===== config.mk =====
export PLATFORM = sky130hd
export DESIGN_NAME = nand_status_host
export DESIGN_NICKNAME = d
export VERILOG_FILES = /design/src/shared/nand_status_pkg.sv /design/src/nand_status_host.sv
export SDC_FILE = /design/constraint.sdc
export NUM_CORES = 1
export LEC_CHECK = 0
export BUFFER_PORTS_ARGS = -buffer_cell sky130_fd_sc_hd__buf_2
export CAP_MARGIN = 25
export CORE_MARGIN = 2
export CORE_UTILIZATION = 53
export DETAILED_ROUTE_END_ITERATION = 8
export HOLD_SLACK_MARGIN = 0.08
export MAX_ROUTING_LAYER = met4
export PLACE_DENSITY = 0.85
export SYNTH_ARGS = -nofsm -noshare
export SYNTH_HDL_FRONTEND = slang
export SYNTH_SLANG_ARGS = --single-unit

===== constraint.sdc =====
create_clock -name pclk -period 2.53 [get_ports pclk]
set_input_delay 0.1265 -clock pclk [delete_from_list [all_inputs] [get_ports pclk]]
set_output_delay 0.1265 -clock pclk [all_outputs]
set_load 0.01 [all_outputs]

===== src/shared/nand_status_pkg.sv =====
package nand_status_pkg;

    // Register offsets of the controller's own APB map.
    localparam logic [7:0] REG_CTRL = 8'h00;
    localparam logic [7:0] REG_CMD  = 8'h04;
    localparam logic [7:0] REG_ROW  = 8'h08;
    localparam logic [7:0] REG_STAT = 8'h0c;

    // Control register bit positions and reset value.
    localparam int         CTRL_WP_RELEASE = 0;
    localparam int         CTRL_POLL       = 1;
    localparam int         CTRL_WAIT_ARRAY = 2;
    localparam int         CTRL_OTP        = 3;
    localparam logic [3:0] CTRL_RESET      = 4'h0;

    // Operation codes written to the command register.
    localparam logic [1:0] OP_STATUS     = 2'h0;
    localparam logic [1:0] OP_STATUS_ENH = 2'h1;
    localparam logic [1:0] OP_READ       = 2'h2;

    // Command bytes sent on the flash data lines.
    localparam logic [7:0] CMD_STATUS     = 8'h70;
    localparam logic [7:0] CMD_STATUS_ENH = 8'h78;
    localparam logic [7:0] CMD_READ       = 8'h00;

    // Bit positions within the flash status byte.
    localparam int         SB_FAIL        = 0;
    localparam int         SB_PREV_FAIL   = 1;
    localparam int         SB_ARRAY_READY = 5;
    localparam int         SB_READY       = 6;
    localparam int         SB_NOT_PROT    = 7;
    localparam logic [7:0] SB_DEFINED     = 8'he3;

    // Bit positions above the status byte in the status register.
    localparam int STAT_BUSY       = 8;
    localparam int STAT_RB_READY   = 9;
    localparam int STAT_REFUSED    = 10;
    localparam int STAT_VALID      = 11;
    localparam int STAT_FAIL_VALID = 12;

    // Pin timing in ns and derived cycle counts at the pclk rate.
    localparam int CLK_NS    = 25;
    localparam int T_WHR_NS  = 60;
    localparam int T_REA_NS  = 20;
    localparam int T_RHW_NS  = 100;
    localparam int SYNC_LAT  = 2;
    localparam int WHR_CYC   = (T_WHR_NS + CLK_NS - 1) / CLK_NS;
    localparam int REA_CYC   = (T_REA_NS + CLK_NS - 1) / CLK_NS;
    localparam int RHW_CYC   = (T_RHW_NS + CLK_NS - 1) / CLK_NS;
    localparam int ROW_BYTES = 3;

    // Controller sequencer states.
    typedef enum logic [2:0] {
        ST_IDLE   = 3'b000,
        ST_WR_LOW = 3'b001,
        ST_WR_HI  = 3'b010,
        ST_WHR    = 3'b011,
        ST_RD     = 3'b100,
        ST_RHW    = 3'b101
    } state_t;

    // Flash pins driven by the controller.
    typedef struct packed {
        logic       ce_n;
        logic       cle;
        logic       ale;
        logic       we_n;
        logic       read_strobe_n;
        logic       wp_n;
        logic [7:0] io_out;
        logic       io_oe;
    } nand_pins_t;

endpackage


===== src/nand_status_host.sv =====
`timescale 1ns/10ps
module nand_status_host (
    // Clock and reset.
    input  wire logic                       pclk,
    input  wire logic                       presetn,
    // APB slave.
    input  wire logic [7:0]                 paddr,
    input  wire logic                       psel,
    input  wire logic                       penable,
    input  wire logic                       pwrite,
    input  wire logic [31:0]                pwdata,
    output logic      [31:0]                prdata,
    output logic                            pready,
    output logic                            pslverr,
    // Flash pins.
    input  wire logic [7:0]                 io_in,
    input  wire logic                       ready_busy_n,
    output nand_status_pkg::nand_pins_t     pins
);
    import nand_status_pkg::*;

    logic [7:0]  io_s1;
    logic [7:0]  io_s2;
    logic        rb_s1;
    logic        rb_s2;
    logic [3:0]  ctrl;
    logic [23:0] row;
    logic [1:0]  op;
    logic [7:0]  stat_byte;
    logic        stat_valid;
    logic        refused;
    state_t      state;
    logic [2:0]  cnt;
    logic [1:0]  byte_idx;
    state_t      next_state;
    logic [2:0]  next_cnt;
    logic [1:0]  next_idx;
    nand_pins_t  next_pins;
    logic [7:0]  next_stat;
    logic        next_valid;

    // Picks one row address byte, lowest byte first.
    function automatic logic [7:0] row_byte(input logic [23:0] r,
                                            input logic [1:0]  i);
        logic [7:0] b;
        b = r[7:0];
        if (i == 2'd1) begin
            b = r[15:8];
        end else if (i == 2'd2) begin
            b = r[23:16];
        end
        return b;
    endfunction

    // Tells whether a sampled status byte ends the poll.
    function automatic logic poll_done(input logic [7:0] s,
                                       input logic       wait_array);
        return wait_array ? s[SB_ARRAY_READY] : s[SB_READY];
    endfunction

    // APB decode and command acceptance.
    wire setup     = psel & ~penable;
    wire wr_access = psel & penable & pready & pwrite;
    wire hit_ctrl  = (paddr == REG_CTRL);
    wire hit_cmd   = (paddr == REG_CMD);
    wire hit_row   = (paddr == REG_ROW);
    wire hit_stat  = (paddr == REG_STAT);
    wire hit_any   = hit_ctrl | hit_cmd | hit_row | hit_stat;
    wire [1:0] wr_op = pwdata[1:0];
    wire otp_block = (wr_op == OP_STATUS_ENH) & ctrl[CTRL_OTP];
    // Only status and read ops exist: no program or multi-plane order.
    wire legal_op  = (wr_op != 2'h3) & ~otp_block;
    wire cmd_go    = wr_access & hit_cmd & (state == ST_IDLE) & legal_op;
    wire cmd_bad   = wr_access & hit_cmd & ~cmd_go;
    wire [1:0] byte_last = (op == OP_STATUS_ENH) ? 2'(ROW_BYTES) : 2'd0;
    wire [7:0] go_byte = (wr_op == OP_STATUS)     ? CMD_STATUS :
                         (wr_op == OP_STATUS_ENH) ? CMD_STATUS_ENH :
                         CMD_READ;
    wire [7:0] masked_io = io_s2 & SB_DEFINED;
    wire [31:0] stat_word = {19'h0,
                             stat_valid & stat_byte[SB_ARRAY_READY],
                             stat_valid, refused, rb_s2,
                             state != ST_IDLE, stat_byte};
    wire [31:0] rd_word = hit_ctrl ? {28'h0, ctrl} :
                          hit_cmd  ? {30'h0, op} :
                          hit_row  ? {8'h0, row} :
                          hit_stat ? stat_word : 32'h0;

    // Two-flop synchronisers for the data lines and ready/busy.
    always_ff @(posedge pclk or negedge presetn) begin
        if (!presetn) begin
            io_s1 <= 8'h00;
            io_s2 <= 8'h00;
            rb_s1 <= 1'b0;
            rb_s2 <= 1'b0;
        end else begin
            io_s1 <= io_in;
            io_s2 <= io_s1;
            rb_s1 <= ready_busy_n;
            rb_s2 <= rb_s1;
        end
    end

    // APB answer registered in the setup cycle, so no wait states.
    always_ff @(posedge pclk or negedge presetn) begin
        if (!presetn) begin
            pready  <= 1'b0;
            prdata  <= 32'h0;
            pslverr <= 1'b0;
        end else begin
            pready  <= setup;
            prdata  <= setup ? rd_word : 32'h0;
            pslverr <= setup & ~hit_any;
        end
    end

    // Software registers; a refused command sets the sticky flag.
    always_ff @(posedge pclk or negedge presetn) begin
        if (!presetn) begin
            ctrl    <= CTRL_RESET;
            row     <= 24'h0;
            op      <= OP_STATUS;
            refused <= 1'b0;
        end else begin
            if (wr_access & hit_ctrl) begin
                ctrl <= pwdata[3:0];
            end
            if (wr_access & hit_row) begin
                row <= pwdata[23:0];
            end
            if (cmd_go) begin
                op <= wr_op;
            end
            if (cmd_bad) begin
                refused <= 1'b1;
            end else if (wr_access & hit_stat & pwdata[STAT_REFUSED]) begin
                refused <= 1'b0;
            end
        end
    end

    // Pin sequencer: command byte, row bytes, then status reads.
    always_comb begin
        next_state     = state;
        next_cnt       = (cnt != 3'd0) ? cnt - 3'd1 : 3'd0;
        next_idx       = byte_idx;
        next_pins      = pins;
        next_pins.wp_n = ctrl[CTRL_WP_RELEASE];
        next_stat      = stat_byte;
        next_valid     = stat_valid;
        case (state)
            ST_IDLE: begin
                if (cmd_go) begin
                    next_pins.ce_n   = 1'b0;
                    next_pins.cle    = 1'b1;
                    next_pins.ale    = 1'b0;
                    next_pins.we_n   = 1'b0;
                    next_pins.io_out = go_byte;
                    next_pins.io_oe  = 1'b1;
                    next_idx         = 2'd0;
                    next_valid       = 1'b0;
                    next_state       = ST_WR_LOW;
                end
            end
            ST_WR_LOW: begin
                next_pins.we_n = 1'b1;
                next_state     = ST_WR_HI;
            end
            ST_WR_HI: begin
                if (byte_idx == byte_last) begin
                    next_pins.cle   = 1'b0;
                    next_pins.ale   = 1'b0;
                    next_pins.io_oe = 1'b0;
                    if (op == OP_READ) begin
                        next_pins.ce_n = 1'b1;
                        next_state     = ST_IDLE;
                    end else begin
                        next_cnt   = 3'(WHR_CYC - 1);
                        next_state = ST_WHR;
                    end
                end else begin
                    next_pins.cle    = 1'b0;
                    next_pins.ale    = 1'b1;
                    next_pins.we_n   = 1'b0;
                    next_pins.io_out = row_byte(row, byte_idx);
                    next_idx         = byte_idx + 2'd1;
                    next_state       = ST_WR_LOW;
                end
            end
            ST_WHR: begin
                if (cnt == 3'd0) begin
                    next_pins.read_strobe_n = 1'b0;
                    next_cnt   = 3'(REA_CYC + SYNC_LAT - 1);
                    next_state = ST_RD;
                end
            end
            ST_RD: begin
                if (cnt == 3'd0) begin
                    next_stat  = masked_io;
                    next_valid = 1'b1;
                    if (!ctrl[CTRL_POLL] ||
                        poll_done(masked_io, ctrl[CTRL_WAIT_ARRAY])) begin
                        next_pins.read_strobe_n = 1'b1;
                        next_pins.ce_n          = 1'b1;
                        next_cnt   = 3'(RHW_CYC - 1);
                        next_state = ST_RHW;
                    end
                end
            end
            ST_RHW: begin
                if (cnt == 3'd0) begin
                    next_state = ST_IDLE;
                end
            end
            default: begin
                next_state = ST_IDLE;
            end
        endcase
    end

    // Sequencer registers; pins idle with everything deasserted except wp_n, which resets low.
    always_ff @(posedge pclk or negedge presetn) begin
        if (!presetn) begin
            state      <= ST_IDLE;
            cnt        <= 3'd0;
            byte_idx   <= 2'd0;
            pins       <= '{ce_n: 1'b1, cle: 1'b0, ale: 1'b0, we_n: 1'b1,
                            read_strobe_n: 1'b1, wp_n: 1'b0,
                            io_out: 8'h00, io_oe: 1'b0};
            stat_byte  <= 8'h00;
            stat_valid <= 1'b0;
        end else begin
            state      <= next_state;
            cnt        <= next_cnt;
            byte_idx   <= next_idx;
            pins       <= next_pins;
            stat_byte  <= next_stat;
            stat_valid <= next_valid;
        end
    end
endmodule


==> results.md, run 1 <==
- Status: complete, no violations
- Port bufs: 83
- Comb power frac: 0.224
- Total power: 3.63 mW
- Largest net degree at the start of global routing: 81
- Slew @ Worst Pin: 570 ps
- Post-route ant nets: 0
- Via count: 3,057
- Drt pass-1 iters: 5
- Crit-path cells: nor3_1 > and2_1 > and4_1 > o21ai_0 > a211o_1
- Placed insts: 516
- Final WL: 9450 um
- Skew final: 12.0 ps
- GPL Wtd Cong: 0.944
- Root buffer cell: clkbuf_8
- Post-cts repair resize count: 0
- Layout Cells excl Fill: 565
- Max_slew headroom: 0.617
- Sw frac: 0.325
- Hold Path Class: primary input to async pin
- Vias/cell: 5.41
- # clock sinks: 98
- Post-Syn Area: 4250 sq um
- Final Max Slew Viols: 0
- Max_cap viols: 0
- Die width: 93.5 um
- DRT iter0 DRCs: 306
- CP Capture Type: flop
- Fmax: 0.483 GHz
- Antenna violations before repair: 0
- Internal: 2.45 mW
- Final instance area: 5220 sq um
- Flops & latches, synth: 98
- Worst path slowest cell: dfrtp_1
- Distinct cell type count after synthesis: 45
- Mapped Avg Cell Area: 12.3 sq um
- Most common flop cell mapped by yosys: dfrtp_1
- Hold WS: 86.0 ps
- Via count of the first global-routing pass: 3,053
- Final WS setup: 461 ps
- Psw: 1.18 mW
- Power Dens Cells: 696 nW/um^2
- Max Root-Sink Buffers: 2
- Clk_lat worst skew: 380 ps
- Post-synth EDFFs: 0
- Nets: 517
- Share of cells above drive strength 1: 0.317
- Area after DPL: 4680 sq um
- CP Class: flop to flop
- Reg power frac: 0.507
- Core Util, Final: 0.672
- Ant diodes: 0
- Leakage: 2.74 nW
- Rows: 32
- Worst path buffer plus inverter count: 0
- CP Max Fanout: 9
- First-pass GRT wire length: 15,300 um
- WP data required: 2800 ps
- Async SR Flop Fraction: 1.00
- Final Hold Viols: 0
- Clk slew on worst S/H paths: 100 ps
- Sequential element share of the synthesized area: 0.578
- Syn. warnings: 0
- Worst Path Arrival: 2340 ps
- Total gr overflow: 0
- Num CTS Buffers: 9
- Core area: 7770 sq um
- Post-synthesis cell count: 346
- Area grow syn2layout: 22.8%
- RSZ-0062 raised after global routing: false
- Total negative slack: 0 ps
- Die footprint: 8750 sq um
- CTS H-tree lvls: 3
- DR WL/cell: 16.7 um
- Worst path max stage delay: 490 ps
- Min cycle time layout: 2070 ps
- Io pins: 103
- Dpl hpwl: 6480 um
- DRC errors left: 0
- Place WS: 525 ps
- Final count of negative-setup-slack endpoints: 0
- Clock share of power: 0.270
- Startpoint class of the critical path: flop
- Die height: 93.5 um
- Global Route Usage Sum: 0.239
- Delay-heaviest family, CP: simple AND/OR/NAND/NOR gates
- VDD IR max: 0.392 mV
- Initial Util: 0.547
- Final worst path period share: 0.818
- CTS tree: built
-- per-layer routing --
metal,track usage,wire (um),vias to the layer above
met5,-,0,-
met4,0.105,199,0
met3,0.0475,516,23
met2,0.369,4690,116
met1,0.309,4040,1522
li1,-,-,1396
-- cell usage in the layout (no fill, tap or decap), types with 2 or more instances in the layout --
| master | synthesis | final |
|---|---|---|
| or2_2 | 2 | 2 |
| and2_1 | 15 | 15 |
| conb_1 | 1 | 8 |
| and4_1 | 2 | 2 |
| inv_1 | 7 | 7 |
| nand4_1 | 3 | 3 |
| a21o_1 | 2 | 2 |
| o21ai_0 | 13 | 13 |
| nand2b_1 | 6 | 6 |
| o21a_1 | 2 | 2 |
| or3_1 | 2 | 2 |
| clkbuf_8 | 0 | 9 |
| a211oi_1 | 2 | 2 |
| mux2i_1 | 19 | 19 |
| dfrtp_1 | 95 | 95 |
| and3_1 | 4 | 4 |
| mux2_4 | 20 | 20 |
| mux2_2 | 13 | 13 |
| ha_1 | 5 | 5 |
| buf_4 | 8 | 6 |
| dfstp_2 | 3 | 3 |
| inv_6 | 0 | 3 |
| dlygate4sd3_1 | 0 | 32 |
| a211o_1 | 5 | 5 |
| nand2_1 | 26 | 26 |
| nor2_1 | 23 | 23 |
| nand3_1 | 10 | 10 |
| nor3_1 | 6 | 6 |
| mux4_2 | 2 | 2 |
| nor2b_1 | 7 | 7 |
| buf_2 | 2 | 82 |
| a21oi_1 | 12 | 12 |
-- power groups by stage --
stage	Combinational, mW	Sequential [mW]	Clock (mW)
finish	0.813	1.84	0.979
global route	0.916	1.86	1.08
CTS	0.800	1.84	0.996
detailed placement	0.754	1.87	0
global placement	0.707	1.85	0
floorplan	0.567	1.82	0
-- registers in the layout, summed over array words and instances (netlist names), 3 cells and up --
register and flops:
pins 15, stat_byte 5, ctrl 4, io_s2 5, row 24, io_s1 5
state 3, cnt 3, prdata 24
-- kinds of logic after synthesis --
logic type,share of synthesized area
AND/OR/NAND/NOR,0.132
flip-flops,0.578
multiplexers,0.160
AO/OA/AOI/OAI,0.0651
buffers and inverters,0.0489
adder cells (fa/ha/maj),0.0147
other,0.000883
-- cell type report --
type,instances,area [sq um]
clock buffers,9,124
clock inverters,7,70.1
fillers,559,2550
inverters,7,26.3
multi-input cells,221,1610
flip-flops and latches,98,2460
well taps,102,128
repair buffers,121,803
-- synth_stat cells (7+ instances only) --
master / count / share of area
clkbuf_1: 12 / 0.011
inv_1: 7 / 0.0062
mux2_2: 13 / 0.034
and2_1: 15 / 0.022
dfrtp_1: 95 / 0.56
mux2_4: 20 / 0.071
nor2_1: 23 / 0.020
mux2i_1: 19 / 0.045
nor2b_1: 7 / 0.010
o21ai_0: 13 / 0.015
nand2_1: 26 / 0.023
nand3_1: 10 / 0.012
a21oi_1: 12 / 0.014
buf_4: 8 / 0.014
-- what timing repair did --
action | in CTS | in global routing
setup endpoints to repair | 0 | 0
hold buffers | 32 | 0
buffers inserted | 0 | 0
endpoints found under the hold margin | 111 | 0
-- final timing paths --
path / end / startpoint / depth (start not counted) / slack (ps)
max: pins[5]$_DFFE_PN0P_ / state[2]$_DFFE_PN0P_ / 5 / 460
min: row[19]$_DFFE_PN0P_ / presetn / 2 / 90
max in group asynchronous: row[20]$_DFFE_PN0P_ / presetn / 4 / 1680
min in group pclk: pready$_DFF_PN0_ / psel / 2 / 100
min reg2reg: rb_s2$_DFF_PN0_ / rb_s1$_DFF_PN0_ / 0 / 360
max reg2reg: pins[5]$_DFFE_PN0P_ / state[2]$_DFFE_PN0P_ / 5 / 460
Power figures use the tool's default switching activity.
==> run 2: changes to the inputs <==
--- a/config.mk
+++ b/config.mk
@@ -8,11 +8,11 @@
 export BUFFER_PORTS_ARGS = -buffer_cell sky130_fd_sc_hd__buf_2
 export CAP_MARGIN = 25
 export CORE_MARGIN = 2
-export CORE_UTILIZATION = 53
+export CORE_UTILIZATION = 48
 export DETAILED_ROUTE_END_ITERATION = 8
 export HOLD_SLACK_MARGIN = 0.08
 export MAX_ROUTING_LAYER = met4
-export PLACE_DENSITY = 0.85
+export PLACE_DENSITY = 0.82
 export SYNTH_ARGS = -nofsm -noshare
 export SYNTH_HDL_FRONTEND = slang
 export SYNTH_SLANG_ARGS = --single-unit
==> constraint.sdc (replaced) <==
create_clock -name pclk -period 1.82 [get_ports pclk]
set_input_delay 0.091 -clock pclk [delete_from_list [all_inputs] [get_ports pclk]]
set_output_delay 0.091 -clock pclk [all_outputs]
set_load 0.01 [all_outputs]
==> results.md, run 2 (synthesis results as in run 1) <==
- Status: complete, no violations (unchanged)
- Total negative slack: 0 ps (unchanged)
- VDD IR max: 0.461 mV (was 0.392 mV)
- Placed insts: 541 (was 516)
- Flop2flop setup slack: 70 ps (was 460 ps)
- Nets: 537 (was 517)
- Worst path depth: 5 (unchanged)
- GPL Wtd Cong: 0.886 (was 0.944)
- Vias/cell: 5.28 (was 5.41)
- First-pass GRT wire length: 16,100 um (was 15,300 um)
- Most frequent cells in the layout: dfrtp_1, buf_2, dlygate4sd3_1 (unchanged)
- Io pins: 103 (unchanged)
- CTS H-tree lvls: 3 (unchanged)
- Global Route Usage Sum: 0.221 (was 0.239)
- Final count of negative-setup-slack endpoints: 0 (unchanged)
- Share of cells above drive strength 1: 0.356 (was 0.317)
- Post-route ant nets: 0 (unchanged)
- End of the critical path: pins[5]$_DFFE_PN0P_ (unchanged)
- RSZ-0062 raised after global routing: true (was false)
- Final WL: 10,000 um (was 9450 um)
- Via count: 3,121 (was 3,057)
- Ant diodes: 0 (unchanged)
- # clock sinks: 98 (unchanged)
- Final instance area: 5420 sq um (was 5220 sq um)
- DRT iter0 DRCs: 266 (was 306)
- Reg2reg start: byte_idx[0]$_DFFE_PN0P_ (was state[2]$_DFFE_PN0P_)
- DR WL/cell: 17.0 um (was 16.7 um)
- Rows: 34 (was 32)
- Area after DPL: 4850 sq um (was 4680 sq um)
- Fmax: 0.572 GHz (was 0.483 GHz)
- Final worst path period share: 0.960 (was 0.818)
- Top flop regs: prdata: 24 flops, row: 24 flops, pins: 15 flops (unchanged)
- Die footprint: 9620 sq um (was 8750 sq um)
- Max Root-Sink Buffers: 2 (unchanged)
- Final Hold Viols: 0 (unchanged)
- Initial Util: 0.492 (was 0.547)
- Worst path buffer plus inverter count: 0 (unchanged)
- Die width: 98.1 um (was 93.5 um)
- Delay-heaviest family, CP: simple AND/OR/NAND/NOR gates (unchanged)
- CTS tree: built (unchanged)
- Drt pass-1 iters: 4 (was 5)
- Skew final: 14.1 ps (was 12.0 ps)
- DRC errors left: 0 (unchanged)
- Die height: 98.1 um (was 93.5 um)
- Largest net degree at the start of global routing: 51 (was 81)
- Layout Cells excl Fill: 591 (was 565)
- Core area: 8640 sq um (was 7770 sq um)
- Port bufs: 83 (unchanged)
- WP data required: 2080 ps (was 2800 ps)
- Critical path startpoint: byte_idx[0]$_DFFE_PN0P_ (was state[2]$_DFFE_PN0P_)
- Worst path max stage delay: 450 ps (was 490 ps)
- Startpoint class of the critical path: flop (unchanged)
- Cell count of the worst reg-to-reg path: 5 (unchanged)
- Total power: 5.29 mW (was 3.63 mW)
- Slew @ Worst Pin: 640 ps (was 570 ps)
- Antenna violations before repair: 0 (unchanged)
- Final Max Slew Viols: 0 (unchanged)
- Area grow syn2layout: 27.5% (was 22.8%)
- Dpl hpwl: 6780 um (was 6480 um)
- Max_slew headroom: 0.574 (was 0.617)
- Num CTS Buffers: 9 (unchanged)
- Leakage: 2.84 nW (was 2.74 nW)
- Min cycle time layout: 1750 ps (was 2070 ps)
- Worst path slowest cell: dfrtp_1 (unchanged)
- Root buffer cell: clkbuf_8 (unchanged)
- Hold Path Class: primary input to flop (was primary input to async pin)
- CP Max Fanout: 16 (was 9)
- Worst Path Arrival: 2010 ps (was 2340 ps)
- Crit-path cells: or2_2 > mux2i_2 > or2_4 > nor2_1 > a211o_1 (was nor3_1 > and2_1 > and4_1 > o21ai_0 > a211o_1)
- CP Capture Type: flop (unchanged)
- Power Dens Cells: 977 nW/um^2 (was 696 nW/um^2)
- Clk_lat worst skew: 370 ps (was 380 ps)
- Via count of the first global-routing pass: 3,197 (was 3,053)
- Most common cell after layout, fill and taps aside: dfrtp_1 (unchanged)
- Clk slew on worst S/H paths: 100 ps (about the same)
- CP Class: flop to flop (unchanged)
- Max_cap viols: 0 (unchanged)
- Total gr overflow: 0 (unchanged)
- R2r endpoint: pins[5]$_DFFE_PN0P_ (unchanged)
run 2: changes by cell type in the layout (fill, tap and decap cells not counted), moves of 2 or more:
cell / previous run / this run
buf_4: 6 / 24
buf_12: 0 / 2
ha_1: 5 / 3
inv_6: 3 / 1
o21ai_0: 13 / 11
o21ai_1: 0 / 2
run 2: layout make-up:
type | count | area [sq um]
Fill cell | 652 | 3220
Multi-Input combinational cell | 221 | 1640
Tap cell | 108 | 135
Clock buffer | 9 | 124
Clock inverter | 7 | 72.6
Sequential cell | 98 | 2460
Timing Repair Buffer | 141 | 961
Inverter | 7 | 26.3
run 2: worst reg2reg max path, delay by kind of cell (launching register included):
family | cells | cell delay, ps
multiplexers | 1 | 240
flip-flops | 1 | 450
AND/OR/NAND/NOR | 3 | 710
AO/OA/AOI/OAI | 1 | 230
run 2: per-stage QoR:
step | setup WS (ps) | hold WS (ps) | utilization
2_1_floorplan | 30.4 | -205 | -
3_3_place_gp | 56.3 | 150 | 0.562
3_5_place_dp | 11.1 | 159 | 0.562
4_1_cts | 3.63 | 127 | 0.624
5_1_grt | -35.7 | 181 | 0.627
6_report | 72.4 | 145 | 0.627
run 2: power breakdown:
part	total, mW	internal, mW	leakage [nW]	switching (mW)
logic	1.38	0.645	1.45	0.732
clock network	1.38	0.537	0.0966	0.843
registers	2.53	2.38	1.29	0.151
run 2: repair_timing:
action | CTS | global route
pin swaps | 1 | 1
buffers inserted | 0 | 1
cloned | 0 | 0
hold buffers | 33 | 0
gates resized for setup | 2 | 8
setup endpoints to repair | 2 | 21
endpoints found under the hold margin | 84 | 0
run 2: how the worst min path moves through the flow:
stage / start / endpoint / slack (ps) / cells past startpoint
final: paddr[3] / refused$_DFFE_PN0P_ / 140 / 3
after global routing: paddr[3] / refused$_DFFE_PN0P_ / 180 / 3
after CTS: paddr[3] / refused$_DFFE_PN0P_ / 130 / 3
after detailed placement: presetn / rb_s1$_DFF_PN0_ / 160 / 1
after global placement: presetn / rb_s1$_DFF_PN0_ / 150 / 1
after floorplan: presetn / byte_idx[0]$_DFFE_PN0P_ / -200 / 0
run 2: routing by layer:
metal	routed length, um	global-route usage
met1	4230	0.283
met2	5080	0.349
met3	477	0.0387
met4	244	0.0951
met5	0	-
